$ cat config.mk
export PLATFORM = sky130hd
export DESIGN_NAME = ufm_flow_ctrl
export DESIGN_NICKNAME = d
export VERILOG_FILES = /design/src/ufm_pkg.sv /design/src/ufm_flow_ctrl.sv
export SDC_FILE = /design/constraint.sdc
export NUM_CORES = 1
export LEC_CHECK = 0
export ABC_CLOCK_PERIOD_IN_PS = 8000
export BUFFER_PORTS_ARGS = -buffer_cell sky130_fd_sc_hd__buf_4
export CAP_MARGIN = 5
export CORE_MARGIN = 8
export CORE_UTILIZATION = 60
export DETAILED_ROUTE_END_ITERATION = 12
export MAX_ROUTING_LAYER = met4
export PLACE_DENSITY = 0.94
export REMOVE_ABC_BUFFERS = 1
export SLEW_MARGIN = 20
export SYNTH_ARGS = -nofsm -noshare
export SYNTH_HDL_FRONTEND = slang
export SYNTH_HIERARCHICAL = 1
export SYNTH_SLANG_ARGS = --single-unit
$ cat constraint.sdc
create_clock -name mclk -period 8 [get_ports mclk]
set_input_delay 0.8 -clock mclk [delete_from_list [all_inputs] [get_ports mclk]]
set_output_delay 0.8 -clock mclk [all_outputs]
set_load 0.02 [all_outputs]
$ cat src/ufm_pkg.sv
/*
 * Shared constants and types for the flow-control and line-management block.
 * Assumes it is compiled before every design file that imports it.
 */
package ufm_pkg;

   // ----------------------------------------------------------------
   // Field widths
   // ----------------------------------------------------------------
   localparam int CHAR_W     = 8;    // Width of one received character.
   localparam int FREE_W     = 9;    // Width of the receive FIFO free-space count.
   localparam int DELAY_W    = 4;    // Width of the turn-around delay field.
   localparam int MODE_W     = 3;    // Width of the pin and flow mode fields.
   localparam int FIFO_DEPTH = 8;    // Words held by the receive path buffer.

   // ----------------------------------------------------------------
   // Pin-function modes
   // ----------------------------------------------------------------
   localparam logic [MODE_W-1:0] PIN_GENERAL = 3'h0;  // Plain general pins.
   localparam logic [MODE_W-1:0] PIN_RTS_CTS = 3'h1;  // Pins five and four as RTS/CTS.
   localparam logic [MODE_W-1:0] PIN_DTR_DSR = 3'h2;  // Pins three and two as DTR/DSR.
   localparam logic [MODE_W-1:0] PIN_DIR_A   = 3'h3;  // Pin five as RS-485 direction.
   localparam logic [MODE_W-1:0] PIN_DIR_B   = 3'h4;  // Pin five as RS-485 direction.

   // ----------------------------------------------------------------
   // Flow modes
   // ----------------------------------------------------------------
   localparam logic [MODE_W-1:0] FLOW_NONE     = 3'h0;  // No flow control.
   localparam logic [MODE_W-1:0] FLOW_HW       = 3'h1;  // Hardware handshake lines.
   localparam logic [MODE_W-1:0] FLOW_SW       = 3'h2;  // In-band stop and resume characters.
   localparam logic [MODE_W-1:0] FLOW_MD_FREE  = 3'h3;  // Multidrop, transmit always.
   localparam logic [MODE_W-1:0] FLOW_MD_GATED = 3'h4;  // Multidrop, transmit after match.

   // ----------------------------------------------------------------
   // Counts, watermarks and reset values
   // ----------------------------------------------------------------
   localparam logic [DELAY_W-1:0] DELAY_NONE = 4'h0;   // No turn-around delay.
   localparam logic [DELAY_W-1:0] DELAY_LAST = 4'h1;   // Final bit time of the delay.
   localparam logic [FREE_W-1:0]  RX_LOW_WM  = 9'h010; // Stop the remote below this room.
   localparam logic [FREE_W-1:0]  RX_HIGH_WM = 9'h020; // Release the remote above this room.
   localparam logic               RST_LOW    = 1'h0;   // Reset level of cleared flags.
   localparam logic               RST_HIGH   = 1'h1;   // Reset level of set flags.

   // Direction controller states.
   typedef enum logic [1:0] {
      DIR_IDLE = 2'b00,   // Direction released.
      DIR_LEAD = 2'b01,   // Direction asserted, no data yet.
      DIR_SEND = 2'b10,   // Characters being shifted out.
      DIR_HOLD = 2'b11    // Turn-around delay running.
   } ufm_dir_state_t;

   // Static line configuration.
   typedef struct packed {
      logic                half_duplex;       // Blank receive while sending.
      logic [MODE_W-1:0]   flow_mode;         // Flow mode field.
      logic                dir_invert;        // Direction output active low when set.
      logic [MODE_W-1:0]   pin_mode;          // Pin-function field.
      logic [DELAY_W-1:0]  turnaround_delay;  // Bit times to hold direction.
      logic [CHAR_W-1:0]   resume_char;       // Resume character or unicast address.
      logic [CHAR_W-1:0]   stop_char;         // Stop character or multicast address.
   } ufm_cfg_t;

   // One character from the receive shift register.
   typedef struct packed {
      logic                ninth;  // Ninth or parity bit, address flag.
      logic [CHAR_W-1:0]   data;   // Character value.
   } ufm_rx_char_t;

endpackage : ufm_pkg

$ cat src/ufm_flow_ctrl.sv
/*
 * Flow control, RS-485 direction, multidrop matching, half-duplex blanking,
 * and the small receive buffer that feeds the receive FIFO.
 * Assumes a transmit shift register that raises tx_busy the cycle after
 * tx_start and drops it after the final stop bit, and a baud generator that
 * gives bit_tick once per bit time. All inputs are synchronous to mclk.
 */

// --------------------------------------------------------------------
// Receive buffer
// --------------------------------------------------------------------
module ufm_fifo
   import ufm_pkg::*;
#(
   parameter int WIDTH = CHAR_W,      // Word width.
   parameter int DEPTH = FIFO_DEPTH   // Number of words.
) (
   // Clock and control
   input  wire logic             mclk,
   input  wire logic             srst,
   input  wire logic             clk_en,
   // Filling side
   input  wire logic             in_valid,
   output logic                  in_ready,
   input  wire logic [WIDTH-1:0] in_data,
   // Draining side
   output logic                  out_valid,
   input  wire logic             out_ready,
   output logic [WIDTH-1:0]      out_data
);
   localparam int AW = $clog2(DEPTH);

   logic [WIDTH-1:0] mem_reg [DEPTH];  // Storage words.
   logic [AW-1:0]    wr_idx_reg;       // Next word to write.
   logic [AW-1:0]    rd_idx_reg;       // Next word to read.
   logic [AW:0]      count_reg;        // Words held.
   logic             push;             // Word accepted this cycle.
   logic             pop;              // Word delivered this cycle.

   // Full and empty come straight from the count.
   assign in_ready  = (count_reg != (AW+1)'(DEPTH));
   assign out_valid = (count_reg != '0);
   assign out_data  = mem_reg[rd_idx_reg];
   assign push      = clk_en & in_valid & in_ready;
   assign pop       = clk_en & out_valid & out_ready;

   // Stores the incoming word.
   always_ff @(posedge mclk) begin
      if (push) begin
         mem_reg[wr_idx_reg] <= in_data;
      end
   end

   // Advances the indices, wrapping at the last word.
   always_ff @(posedge mclk) begin
      if (srst) begin
         wr_idx_reg <= '0;
         rd_idx_reg <= '0;
      end else begin
         if (push) begin
            wr_idx_reg <= (wr_idx_reg == AW'(DEPTH-1)) ? '0 : wr_idx_reg + 1'b1;
         end
         if (pop) begin
            rd_idx_reg <= (rd_idx_reg == AW'(DEPTH-1)) ? '0 : rd_idx_reg + 1'b1;
         end
      end
   end

   // Tracks the number of words held.
   always_ff @(posedge mclk) begin
      if (srst) begin
         count_reg <= '0;
      end else if (push && !pop) begin
         count_reg <= count_reg + 1'b1;
      end else if (pop && !push) begin
         count_reg <= count_reg - 1'b1;
      end
   end
endmodule // ufm_fifo

module ufm_flow_ctrl
   import ufm_pkg::*;
#(
   parameter logic [FREE_W-1:0] LOW_WM  = RX_LOW_WM,   // Stop level.
   parameter logic [FREE_W-1:0] HIGH_WM = RX_HIGH_WM,  // Release level.
   parameter int                DEPTH   = FIFO_DEPTH   // Buffer words.
) (
   // Clock and control
   input  wire logic               mclk,
   input  wire logic               srst,
   input  wire logic               clk_en,
   // Configuration
   input  wire ufm_cfg_t           cfg,
   input  wire logic               bit_tick,
   // Transmit shift register
   input  wire logic               tx_data_avail,
   input  wire logic               tx_busy,
   output logic                    tx_start,
   // Receive shift register
   input  wire logic               rx_char_valid,
   input  wire ufm_rx_char_t       rx_char,
   output logic                    rx_char_ready,
   output logic                    rx_line_blank,
   output logic                    rx_enable,
   // Receive FIFO side
   input  wire logic [FREE_W-1:0]  rx_free,
   output logic                    rxq_valid,
   input  wire logic               rxq_ready,
   output logic [CHAR_W-1:0]       rxq_data,
   // General pin five
   input  wire logic               general_pin_five_in,
   output logic                    general_pin_five_direction_out,
   output logic                    general_pin_five_oe,
   // General pin four
   input  wire logic               general_pin_four_in,
   output logic                    general_pin_four_out,
   output logic                    general_pin_four_oe,
   // General pin three
   input  wire logic               general_pin_three_in,
   output logic                    general_pin_three_out,
   output logic                    general_pin_three_oe,
   // General pin two
   input  wire logic               general_pin_two_in,
   output logic                    general_pin_two_out,
   output logic                    general_pin_two_oe
);

   // ----------------------------------------------------------------
   // Mode decoding
   // ----------------------------------------------------------------

   // True for the pin modes that drive RS-485 direction.
   function automatic logic is_dir_mode(input logic [MODE_W-1:0] m);
      return (m == PIN_DIR_A) || (m == PIN_DIR_B);
   endfunction

   // True for the multidrop flow modes.
   function automatic logic is_md_mode(input logic [MODE_W-1:0] m);
      return (m == FLOW_MD_FREE) || (m == FLOW_MD_GATED);
   endfunction

   logic dir_on;      // RS-485 direction control active.
   logic rts_on;      // RTS/CTS handshake active.
   logic dtr_on;      // DTR/DSR handshake active.
   logic sw_on;       // Stop and resume characters active.
   logic md_on;       // Multidrop address matching active.

   assign dir_on = is_dir_mode(cfg.pin_mode);
   assign rts_on = (cfg.flow_mode == FLOW_HW) && (cfg.pin_mode == PIN_RTS_CTS);
   assign dtr_on = (cfg.flow_mode == FLOW_HW) && (cfg.pin_mode == PIN_DTR_DSR);
   assign sw_on  = (cfg.flow_mode == FLOW_SW);
   assign md_on  = is_md_mode(cfg.flow_mode);

   // ----------------------------------------------------------------
   // State and shared terms
   // ----------------------------------------------------------------
   ufm_dir_state_t     dir_state_reg;   // Direction controller state.
   ufm_dir_state_t     dir_state_next;  // Its next value.
   logic [DELAY_W-1:0] hold_cnt_reg;    // Bit times left in the hold.
   logic               start_reg;       // Start issued last cycle.
   logic               halt_reg;        // Halted by a stop character.
   logic               rx_on_reg;       // Receiver enabled in multidrop.
   logic               matched_reg;     // Address matched since last miss.
   logic               flow_stop_reg;   // Remote asked to stop.
   logic               flow_stop_next;  // Its next value.
   logic               sending;         // A character is in flight.
   logic               peer_pause;      // Remote handshake says wait.
   logic               tx_gate;         // Transmission permitted.
   logic               want;            // Data ready and permitted.
   logic               slot;            // Direction allows a start.
   logic               rx_take;         // Character accepted from the line.
   logic               is_addr;         // Character is an address.
   logic               addr_hit;        // Address equals a node address.
   logic               rx_store;        // Character goes to the buffer.

   assign sending = tx_busy | start_reg;

   // ----------------------------------------------------------------
   // Transmit permission
   // ----------------------------------------------------------------

   // Handshake inputs are active low, so a high level means wait.
   assign peer_pause = (rts_on & general_pin_four_in)
                     | (dtr_on & general_pin_two_in);

   // Halts only block new starts, so the character in flight finishes.
   assign tx_gate = !peer_pause
                  & !(sw_on & halt_reg)
                  & !((cfg.flow_mode == FLOW_MD_GATED) & !matched_reg);
   assign want    = tx_data_avail & tx_gate;

   // With direction control, data may start only once direction is up.
   assign slot = !dir_on
               | (dir_state_reg == DIR_SEND)
               | (dir_state_reg == DIR_HOLD);

   // Start pulse; start_reg covers the cycle before tx_busy rises.
   assign tx_start = clk_en & want & !sending & slot;

   // Remembers a start until the shift register reports busy.
   always_ff @(posedge mclk) begin
      if (srst) begin
         start_reg <= RST_LOW;
      end else if (clk_en) begin
         start_reg <= tx_start;
      end
   end

   // ----------------------------------------------------------------
   // RS-485 direction controller
   // ----------------------------------------------------------------

   // Raises direction a cycle ahead of data and holds it past the end.
   always_comb begin
      dir_state_next = dir_state_reg;
      case (dir_state_reg)
         DIR_IDLE: begin
            // Raise direction first; data follows next cycle.
            if (want && !sending) begin
               dir_state_next = DIR_LEAD;
            end
         end
         DIR_LEAD: begin
            // Direction has stood for one cycle.
            dir_state_next = DIR_SEND;
         end
         DIR_SEND: begin
            // Last stop bit done and nothing more to send.
            if (!sending && !want) begin
               if (cfg.turnaround_delay == DELAY_NONE) begin
                  dir_state_next = DIR_IDLE;
               end else begin
                  dir_state_next = DIR_HOLD;
               end
            end
         end
         DIR_HOLD: begin
            // New data reuses the raised direction.
            if (want) begin
               dir_state_next = DIR_SEND;
            end else if (bit_tick && hold_cnt_reg <= DELAY_LAST) begin
               dir_state_next = DIR_IDLE;
            end
         end
         default: begin
            dir_state_next = DIR_IDLE;
         end
      endcase
      // Outside direction modes the controller rests.
      if (!dir_on) begin
         dir_state_next = DIR_IDLE;
      end
   end

   // Registers the direction state.
   always_ff @(posedge mclk) begin
      if (srst) begin
         dir_state_reg <= DIR_IDLE;
      end else if (clk_en) begin
         dir_state_reg <= dir_state_next;
      end
   end

   // Counts the turn-around delay in bit times.
   always_ff @(posedge mclk) begin
      if (srst) begin
         hold_cnt_reg <= DELAY_NONE;
      end else if (clk_en) begin
         if (dir_state_reg == DIR_SEND) begin
            hold_cnt_reg <= cfg.turnaround_delay;
         end else if (dir_state_reg == DIR_HOLD && bit_tick) begin
            hold_cnt_reg <= hold_cnt_reg - DELAY_LAST;
         end
      end
   end

   // ----------------------------------------------------------------
   // Receive side: blanking, matching and storing
   // ----------------------------------------------------------------

   // In half-duplex the receiver ignores the line while sending.
   assign rx_line_blank = cfg.half_duplex & sending;
   assign rx_take       = rx_char_valid & !rx_line_blank;

   assign is_addr  = md_on & rx_char.ninth;
   assign addr_hit = (rx_char.data == cfg.resume_char)
                   | (rx_char.data == cfg.stop_char);

   // Addresses are never stored; data only while the receiver is on.
   assign rx_store  = rx_take & (!md_on | (!rx_char.ninth & rx_on_reg));
   assign rx_enable = !md_on | rx_on_reg;

   // Enables or disables reception on each address byte.
   always_ff @(posedge mclk) begin
      if (srst) begin
         rx_on_reg   <= RST_HIGH;
         matched_reg <= RST_LOW;
      end else if (clk_en) begin
         if (!md_on) begin
            rx_on_reg   <= RST_HIGH;
            matched_reg <= RST_LOW;
         end else if (rx_take && is_addr) begin
            // Addresses are examined even while disabled.
            rx_on_reg   <= addr_hit;
            matched_reg <= addr_hit;
         end
      end
   end

   // Stop and resume characters; stop wins if both registers agree.
   always_ff @(posedge mclk) begin
      if (srst) begin
         halt_reg <= RST_LOW;
      end else if (clk_en) begin
         if (!sw_on) begin
            halt_reg <= RST_LOW;
         end else if (rx_take && rx_char.data == cfg.stop_char) begin
            halt_reg <= RST_HIGH;
         end else if (rx_take && rx_char.data == cfg.resume_char) begin
            halt_reg <= RST_LOW;
         end
      end
   end

   // ----------------------------------------------------------------
   // Receive buffer
   // ----------------------------------------------------------------

   // Its ready goes back to the receive shift register as back-pressure.
   ufm_fifo #(
      .WIDTH (CHAR_W),
      .DEPTH (DEPTH)
   ) u_rx_buf (
      .mclk      (mclk),
      .srst      (srst),
      .clk_en    (clk_en),
      .in_valid  (rx_store),
      .in_ready  (rx_char_ready),
      .in_data   (rx_char.data),
      .out_valid (rxq_valid),
      .out_ready (rxq_ready),
      .out_data  (rxq_data)
   );

   // ----------------------------------------------------------------
   // Receive-room handshake
   // ----------------------------------------------------------------

   // Two watermarks give hysteresis so the line does not chatter.
   always_comb begin
      flow_stop_next = flow_stop_reg;
      if (rx_free < LOW_WM) begin
         flow_stop_next = RST_HIGH;
      end else if (rx_free > HIGH_WM) begin
         flow_stop_next = RST_LOW;
      end
   end

   // Registers the stop request.
   always_ff @(posedge mclk) begin
      if (srst) begin
         flow_stop_reg <= RST_LOW;
      end else if (clk_en) begin
         flow_stop_reg <= flow_stop_next;
      end
   end

   // ----------------------------------------------------------------
   // Pin drivers
   // ----------------------------------------------------------------

   // Pin outputs are registered from next-state values.
   always_ff @(posedge mclk) begin
      if (srst) begin
         general_pin_five_direction_out <= RST_LOW;
         general_pin_five_oe            <= RST_LOW;
         general_pin_three_out          <= RST_LOW;
         general_pin_three_oe           <= RST_LOW;
      end else if (clk_en) begin
         if (dir_on) begin
            // Direction is active high unless the invert bit is set.
            general_pin_five_direction_out <=
               (dir_state_next != DIR_IDLE) ^ cfg.dir_invert;
            general_pin_five_oe <= RST_HIGH;
         end else if (cfg.pin_mode == PIN_RTS_CTS) begin
            // RTS is active low: high asks the remote to stop.
            general_pin_five_direction_out <= rts_on & flow_stop_next;
            general_pin_five_oe            <= RST_HIGH;
         end else begin
            general_pin_five_direction_out <= RST_LOW;
            general_pin_five_oe            <= RST_LOW;
         end
         // DTR is active low, like RTS.
         general_pin_three_out <= dtr_on & flow_stop_next;
         general_pin_three_oe  <= (cfg.pin_mode == PIN_DTR_DSR);
      end
   end

   // Pins four and two are inputs only in these modes.
   assign general_pin_four_out = RST_LOW;
   assign general_pin_four_oe  = RST_LOW;
   assign general_pin_two_out  = RST_LOW;
   assign general_pin_two_oe   = RST_LOW;

endmodule // ufm_flow_ctrl

== Yosys cells after proc, flatten, opt, wreduce, memory -nomap -nowiden ==
Memory sizes are Yosys's and may differ from the RTL's. A register that Yosys moved wholly into a read port is not among the register bits.
Index checks and enable logic that the tools add are counted.

* Register bits: 25
* Bits in latches: 0
* Memory bits (writable): 64
* ROM bits: 0
* Input port bits: 58
* Memories: 1

* $add $sub $neg: 5
* Multiply operators: 0
* Divide/modulo/power cells: 0
* Order comparisons: 3
* Equal/unequal tests: 18
* Shifts and indexed selects: 0
* Mux-type cells: 29
* Bitwise logic cells: 29
* Reductions and logical operators: 34

{| class="wikitable"
|+ Memories
! memory !! words !! width !! rd ports !! clocked after Yosys merged registers in !! wr ports !! line !! text
|-
| u_rx_buf.mem_reg || 8 || 8 || 1 || 1 || 1 || ufm_flow_ctrl.sv:33 || <nowiki>logic [WIDTH-1:0] mem_reg [DEPTH];</nowiki>
|}

{| class="wikitable"
|+ Operators with widths
! kind !! number
|-
| 1-bit bitwise AND || 21
|-
| 8-bit == test || 2
|-
| 4-bit 2-to-1 mux || 4
|-
| 1-bit 2-to-1 mux || 14
|-
| 3-bit by 2-bit == test with 1-bit output, second input constant || 4
|-
| 3-bit == test, second input constant || 4
|-
| 1-bit logical NOT || 12
|-
| 2-bit 2-to-1 mux || 6
|-
| 3-bit 2-to-1 mux || 4
|-
| 1-bit logical AND || 11
|-
| 9-bit by 6-bit > comparator with 1-bit output, second input constant || 1
|-
| 9-bit by 5-bit < comparator with 1-bit output, second input constant || 1
|-
| 2-bit case mux with 4 select lines || 1
|-
| 4-bit by 1-bit subtractor with 4-bit output, second input constant || 2
|-
| 1-bit bitwise OR || 7
|-
| 3-bit by 1-bit adder with 3-bit output, second input constant || 2
|-
| 3-bit by 1-bit == test with 1-bit output, second input constant || 2
|-
| 2-bit AND reduction || 3
|-
| 2-bit nonzero test || 3
|-
| 4-bit by 1-bit adder with 4-bit output, second input constant || 1
|-
| 2-bit == test, second input constant || 2
|-
| 4-bit by 1-bit less-or-equal comparator with 1-bit output, second input constant || 1
|-
| 4-bit logical NOT || 1
|-
| 4-bit inequality test, second input constant || 1
|-
| other kinds (7) || 8
|}

== Depth between registers and ports, before layout ==
* Word-level depth: 16
* Gate-level depth with buffers: 12
* Gate-level depth less buffers: 12

== Modules after synthesis ==
The synthesis kept the hierarchy.

{| class="wikitable"
|+ Modules (own cells, without submodules)
! module !! times used !! cells each !! area each (sq um) !! sequential area each (sq um)
|-
| ufm_fifo || 1 || 168 || 3086.7 || 2182.1
|-
| ufm_flow_ctrl || 1 || 162 || 1263.7 || 300.3
|}

== Worst setup path after synthesis ==
No wires, ideal clock.

* Path type: input to register
* Start: in cfg[26] (netlist name)
* End: reg u_rx_buf.count_reg[3]
* Library setup time: 0.121 ns
* Data arrival time: 3.053 ns
* Data required time: 7.879 ns
* Slack: 4.826 ns
* Cell stages on the path: 12
* Path buffers: 0
* Cells stage by stage: or2b_2 -> o21ai_0 -> a21oi_1 -> nand3_2 -> inv_1 -> ha_1 -> inv_1 -> ha_1 -> a21oi_1 -> a211oi_1 -> a31oi_1 -> mux2_2

* Cells in the longest elaborated chain, start to end: 10

{| class="wikitable"
|+ RTL lines
! item !! line !! text
|-
| from (decl) || ufm_flow_ctrl.sv:93 || <nowiki>input wire ufm_cfg_t cfg,</nowiki>
|-
| 3-bit by 2-bit == test with 1-bit output or 3-bit == test (tied branches) || ufm_flow_ctrl.sv:139 || <nowiki>return (m == FLOW_MD_FREE) || (m == FLOW_MD_GATED);</nowiki>
|-
| 1-bit logical OR (*) || ufm_flow_ctrl.sv:139 ||
|-
| 1-bit logical NOT (*) || -- ||
|-
| 1-bit bitwise OR (*) || ufm_flow_ctrl.sv:290 || <nowiki>assign rx_store = rx_take & (!md_on | (!rx_char.ninth & rx_on_reg));</nowiki>
|-
| 1-bit bitwise AND (*) || ufm_flow_ctrl.sv:290 ||
|-
| named net rx_store || ufm_flow_ctrl.sv:174 || <nowiki>logic rx_store;</nowiki>
|-
| 1-bit bitwise AND (*) (2 in series) || ufm_flow_ctrl.sv:44 || <nowiki>assign push = clk_en & in_valid & in_ready;</nowiki>
|-
| named net u_rx_buf.push || ufm_flow_ctrl.sv:37 || <nowiki>logic push;</nowiki>
|-
| 1-bit logical NOT || ufm_flow_ctrl.sv:75 || <nowiki>end else if (pop && !push) begin</nowiki>
|-
| 1-bit logical AND || ufm_flow_ctrl.sv:75 ||
|-
| 2-bit nonzero test (no line) || -- ||
|-
| to (signal assigned) || ufm_flow_ctrl.sv:74 || <nowiki>count_reg <= count_reg + 1'b1;</nowiki>
|-
| to (signal assigned) || ufm_flow_ctrl.sv:76 || <nowiki>count_reg <= count_reg - 1'b1;</nowiki>
|-
| to (decl) || ufm_flow_ctrl.sv:36 || <nowiki>logic [AW:0] count_reg;</nowiki>
|}

Mark *: on every way through the listed nets, which the timed path passes. The rest lies on a longest branch.
A chain may end at the register's enable or synchronous reset.

== Worst setup path in the final report ==
* Start: in cfg[25] (netlist name)
* End: reg u_rx_buf.count_reg[3]

Same word-level chain as after synthesis.

==> results list <==
* Synthesized cell area: 4350 sq um
- In this run, distinct cell masters in the synthesized netlist total 61.
- Area fraction in compound gates after synthesis: 8.20%
- In this run the worst setup path begins at cfg[25].
* Deepest clock path buffer count: 2
- CTS tree: done
- Register-to-register path setup slack: 5000 ps
* Wire length of the first global-routing pass: 15,600 um
* DRC violation count after routing: 0
- Dominant register cell in the synthesized netlist: sky130_fd_sc_hd__edfxtp_1
* Starting utilization of the core area: 61.0%
- The die is 101 um tall.
- Counting instances in the post-synthesis netlist gives the leading cell types as 64 x sky130_fd_sc_hd__edfxtp_1, 33 x sky130_fd_sc_hd__nor2_1, 28 x sky130_fd_sc_hd__dfxtp_1, 18 x sky130_fd_sc_hd__xnor2_1, 16 x sky130_fd_sc_hd__mux4_2.
- Max frequency: 0.301 GHz
* Number of buffers inserted during clock tree synthesis: 9
- Post-CTS timing repair inserted 0 buffers for setup.
- Cell count after synthesis: 330
* Proportion of synthesized flip-flops having asynchronous set or reset: 0%
- Number of flip-flops under the largest register name: 64
* Share of cell area taken by muxes after synthesis: 11.8%
* Tightest Hold Check Type: reg -> reg
* Max H-tree Level: 3
- Ratio of cells with drive above 1 in the final layout: 30.5%
- Vias/cell: 5.86
* Arrival time worst endpoint: 3560 ps
- In this run the biggest area consumer among cell types represents 44.2% of the synthesized area.
* Simple-Gate Fraction of Synth Area: 13.0%
- Number of max-cap violations: 0
- Pin count of the biggest net entering global routing: 27
- For the worst setup path, the data required time is 8250 ps.
* Area of the die: 10,200 sq um
* Actual transition at the worst max-transition pin: 979 ps
* Residual antenna-violating net count after detailed routing: 0
- Yosys mapped a number of flops with a built-in enable equal to 64.
- The synthesized netlist devotes 3.05% of its cell area to adder and majority cells.
* CP endpoint kind: register
* Static Leak: 0.00185 uW
- Clock transition time at the flip-flop clock pins of the worst setup and hold paths: 90 ps
- The total overflow left after global routing is 0.
- Clock latency on the worst-skew pair, taken at its later pin, is 350 ps.
- The clock net in this run drives a total of 92 sinks.
- PostCTS Resize Cnt: 0
- The core region is 7140 sq um.
- Leading cell types by total area after synthesis: sky130_fd_sc_hd__edfxtp_1 44%, sky130_fd_sc_hd__dfxtp_1 13%, sky130_fd_sc_hd__mux4_2 8.3%, sky130_fd_sc_hd__xnor2_1 3.6%, sky130_fd_sc_hd__nor2_1 2.8%
* Largest family of logic cells by synthesized area: simple AND/OR/NAND/NOR gates
- Measured in cells, the most critical reg-to-reg path has a length of 12.
* Register bit count reported by yosys: 92
- Wirelength per Cell: 19.1 um
* Post-synthesis share of cell area spent on xor and xnor gates: 3.83%
* Total number of vias: 2,981
- Die boundary width: 101 um
* End point of the critical path: u_rx_buf/count_reg[3]
* Core Util, Final: 72.7%
- The number of antenna diodes in the final layout is 0.
- Type of element launching the critical path: input port
- In this run the clock root is driven by a sky130_fd_sc_hd__clkbuf_8.
- DR iter-0 viols: 92
- The endpoint identified for the worst register-to-register timing path is u_rx_buf/count_reg[3].
- Final hold violations: 0
- The pre-antenna-repair detailed-routing pass consisted of 4 iterations.
- Yosys printed 6 warnings.
- The number of max-slew violations in the final report was 0.
- Largest fanout on the critical path: 9
* Power per unit of standard cell area: 221 nW/um^2
- The critical path is of the in -> reg type.
- After legalization and detailed placement, the total HPWL measured 6900 um.
- The initialized floorplan defines 31 standard-cell rows.
* Most frequent cell after synthesis: sky130_fd_sc_hd__edfxtp_1
- The flow ran to the end, and the final reports show no timing, DRC or antenna violations.
- Dominant cell type by area after synthesis: sky130_fd_sc_hd__edfxtp_1
* Highest ir drop seen on vdd: 0.135 mV
* Via count of the first global-routing pass: 3,128
- Number of antenna violations at the first check in global routing: 0
* Sequential element share of the synthesized area: 57.1%
* Setup TNS: 0 ps
- Routability cong.: 0.790
* Final period utilization: 41.5%
- Setup repair after global routing left no endpoint under its margin.
- At the end of the flow, the number of nets in the layout was 473.
- In this run the count of I/O pins placed on the die edge is 79.
- The final layout contains routed wiring with a total length of 9730 um.
* Number of port buffers: 72
- Across the routed clock network, the largest skew measured is 7.15 ps.
- Synthesized area divided by synthesized cell count: 13.2 sq um
- The worst pin sits at a relative slew slack of 34.5%.
- Synth-to-Final Area Change: 19.2%
- Launch point of the worst reg-to-reg path: start_reg
- Fin crit period: 3320 ps
* Hold-fix buffers at CTS: 0
- # setup viols final: 0
- Global routing consumed, over all layers together, 20.6% of the routing resources.
[power by group]
part	switching (uW)	internal (uW)	total, uW
clock network	160	177	336
registers	32.0	528	560
logic	114	136	249
total	305	841	1150
[metal layers]
layer  wire length, um  GRT usage, %  part of all wire (%)
met1              4250          24.4                    44
met2              4850          33.4                    50
met5                 0             -                     0
met3               459          4.67                   4.7
met4               174          7.90                   1.8
[area by class of cell]
cell class / instances / area, sq um
clock buffer: 10 / 128
clock inverter: 6 / 87.6
fill: 498 / 1950
inverter: 10 / 37.5
multi-input combinational: 215 / 1750
sequential: 92 / 2480
tap: 99 / 124
timing repair buffer: 77 / 578
[placed cells by master, fill, tap and decap left out, drive strengths merged, types with 2 or more instances in the layout]
master,n
nor2,33
a21o,2
dfxtp,28
nand2b,7
nor4,2
nand3,5
nor4b,2
mux2i,5
a32o,2
or4b,2
bufinv,2
clkinv,3
a31oi,3
mux4,16
ha,9
edfxtp,64
clkbuf,10
conb,4
nand4,6
o211ai,4
a22oi,2
nor3b,3
o21ai,4
nor2b,5
a21oi,14
or3,2
nand2,10
nand3b,4
and2,2
inv,11
a211oi,6
buf,77
or4,3
or3b,2
xnor2,18
nor3,8
and3,2
mux2,9
[per-stage QoR]
stage          hold WS [ps]  total power [uW]  instance area [sq um]  instances  setup WS, ps
6_report                514              1150                   5180        509          4680
5_1_grt                 543              1200                   5180        509          4410
4_1_cts                 509              1150                   5180        509          4610
3_5_place_dp            469               823                   4970        493          4340
3_3_place_gp            462               814                   4970        493          4480
2_1_floorplan           433               729                   4270        317          4830
[worst min-delay path by stage]
stage	cells past startpoint	from	end
2_1_floorplan	2	halt_reg	halt_reg
3_3_place_gp	2	matched_reg	matched_reg
3_5_place_dp	2	matched_reg	matched_reg
4_1_cts	2	rx_on_reg	rx_on_reg
5_1_grt	2	halt_reg	halt_reg
6_report	2	rx_on_reg	rx_on_reg
[kinds of logic after synthesis]
group / after synthesis
AO/OA/AOI/OAI: 51
other: 1
buffers and inverters: 26
adder cells (fa/ha/maj): 10
flip-flops: 92
XOR/XNOR: 19
multiplexers: 30
AND/OR/NAND/NOR: 101
[critical path, stage by stage]
cell                       delay [ps]
sky130_fd_sc_hd__buf_4            130
sky130_fd_sc_hd__or2b_2           300
sky130_fd_sc_hd__o21ai_0          390
sky130_fd_sc_hd__a21oi_1          140
sky130_fd_sc_hd__nand3_2          180
sky130_fd_sc_hd__inv_1            120
sky130_fd_sc_hd__ha_1             240
sky130_fd_sc_hd__inv_1            130
sky130_fd_sc_hd__ha_1             280
sky130_fd_sc_hd__a21oi_1          210
sky130_fd_sc_hd__a211oi_1         100
sky130_fd_sc_hd__a31oi_1          190
sky130_fd_sc_hd__mux2_2           350
No activity file was read; power rests on OpenSTA's default activity.
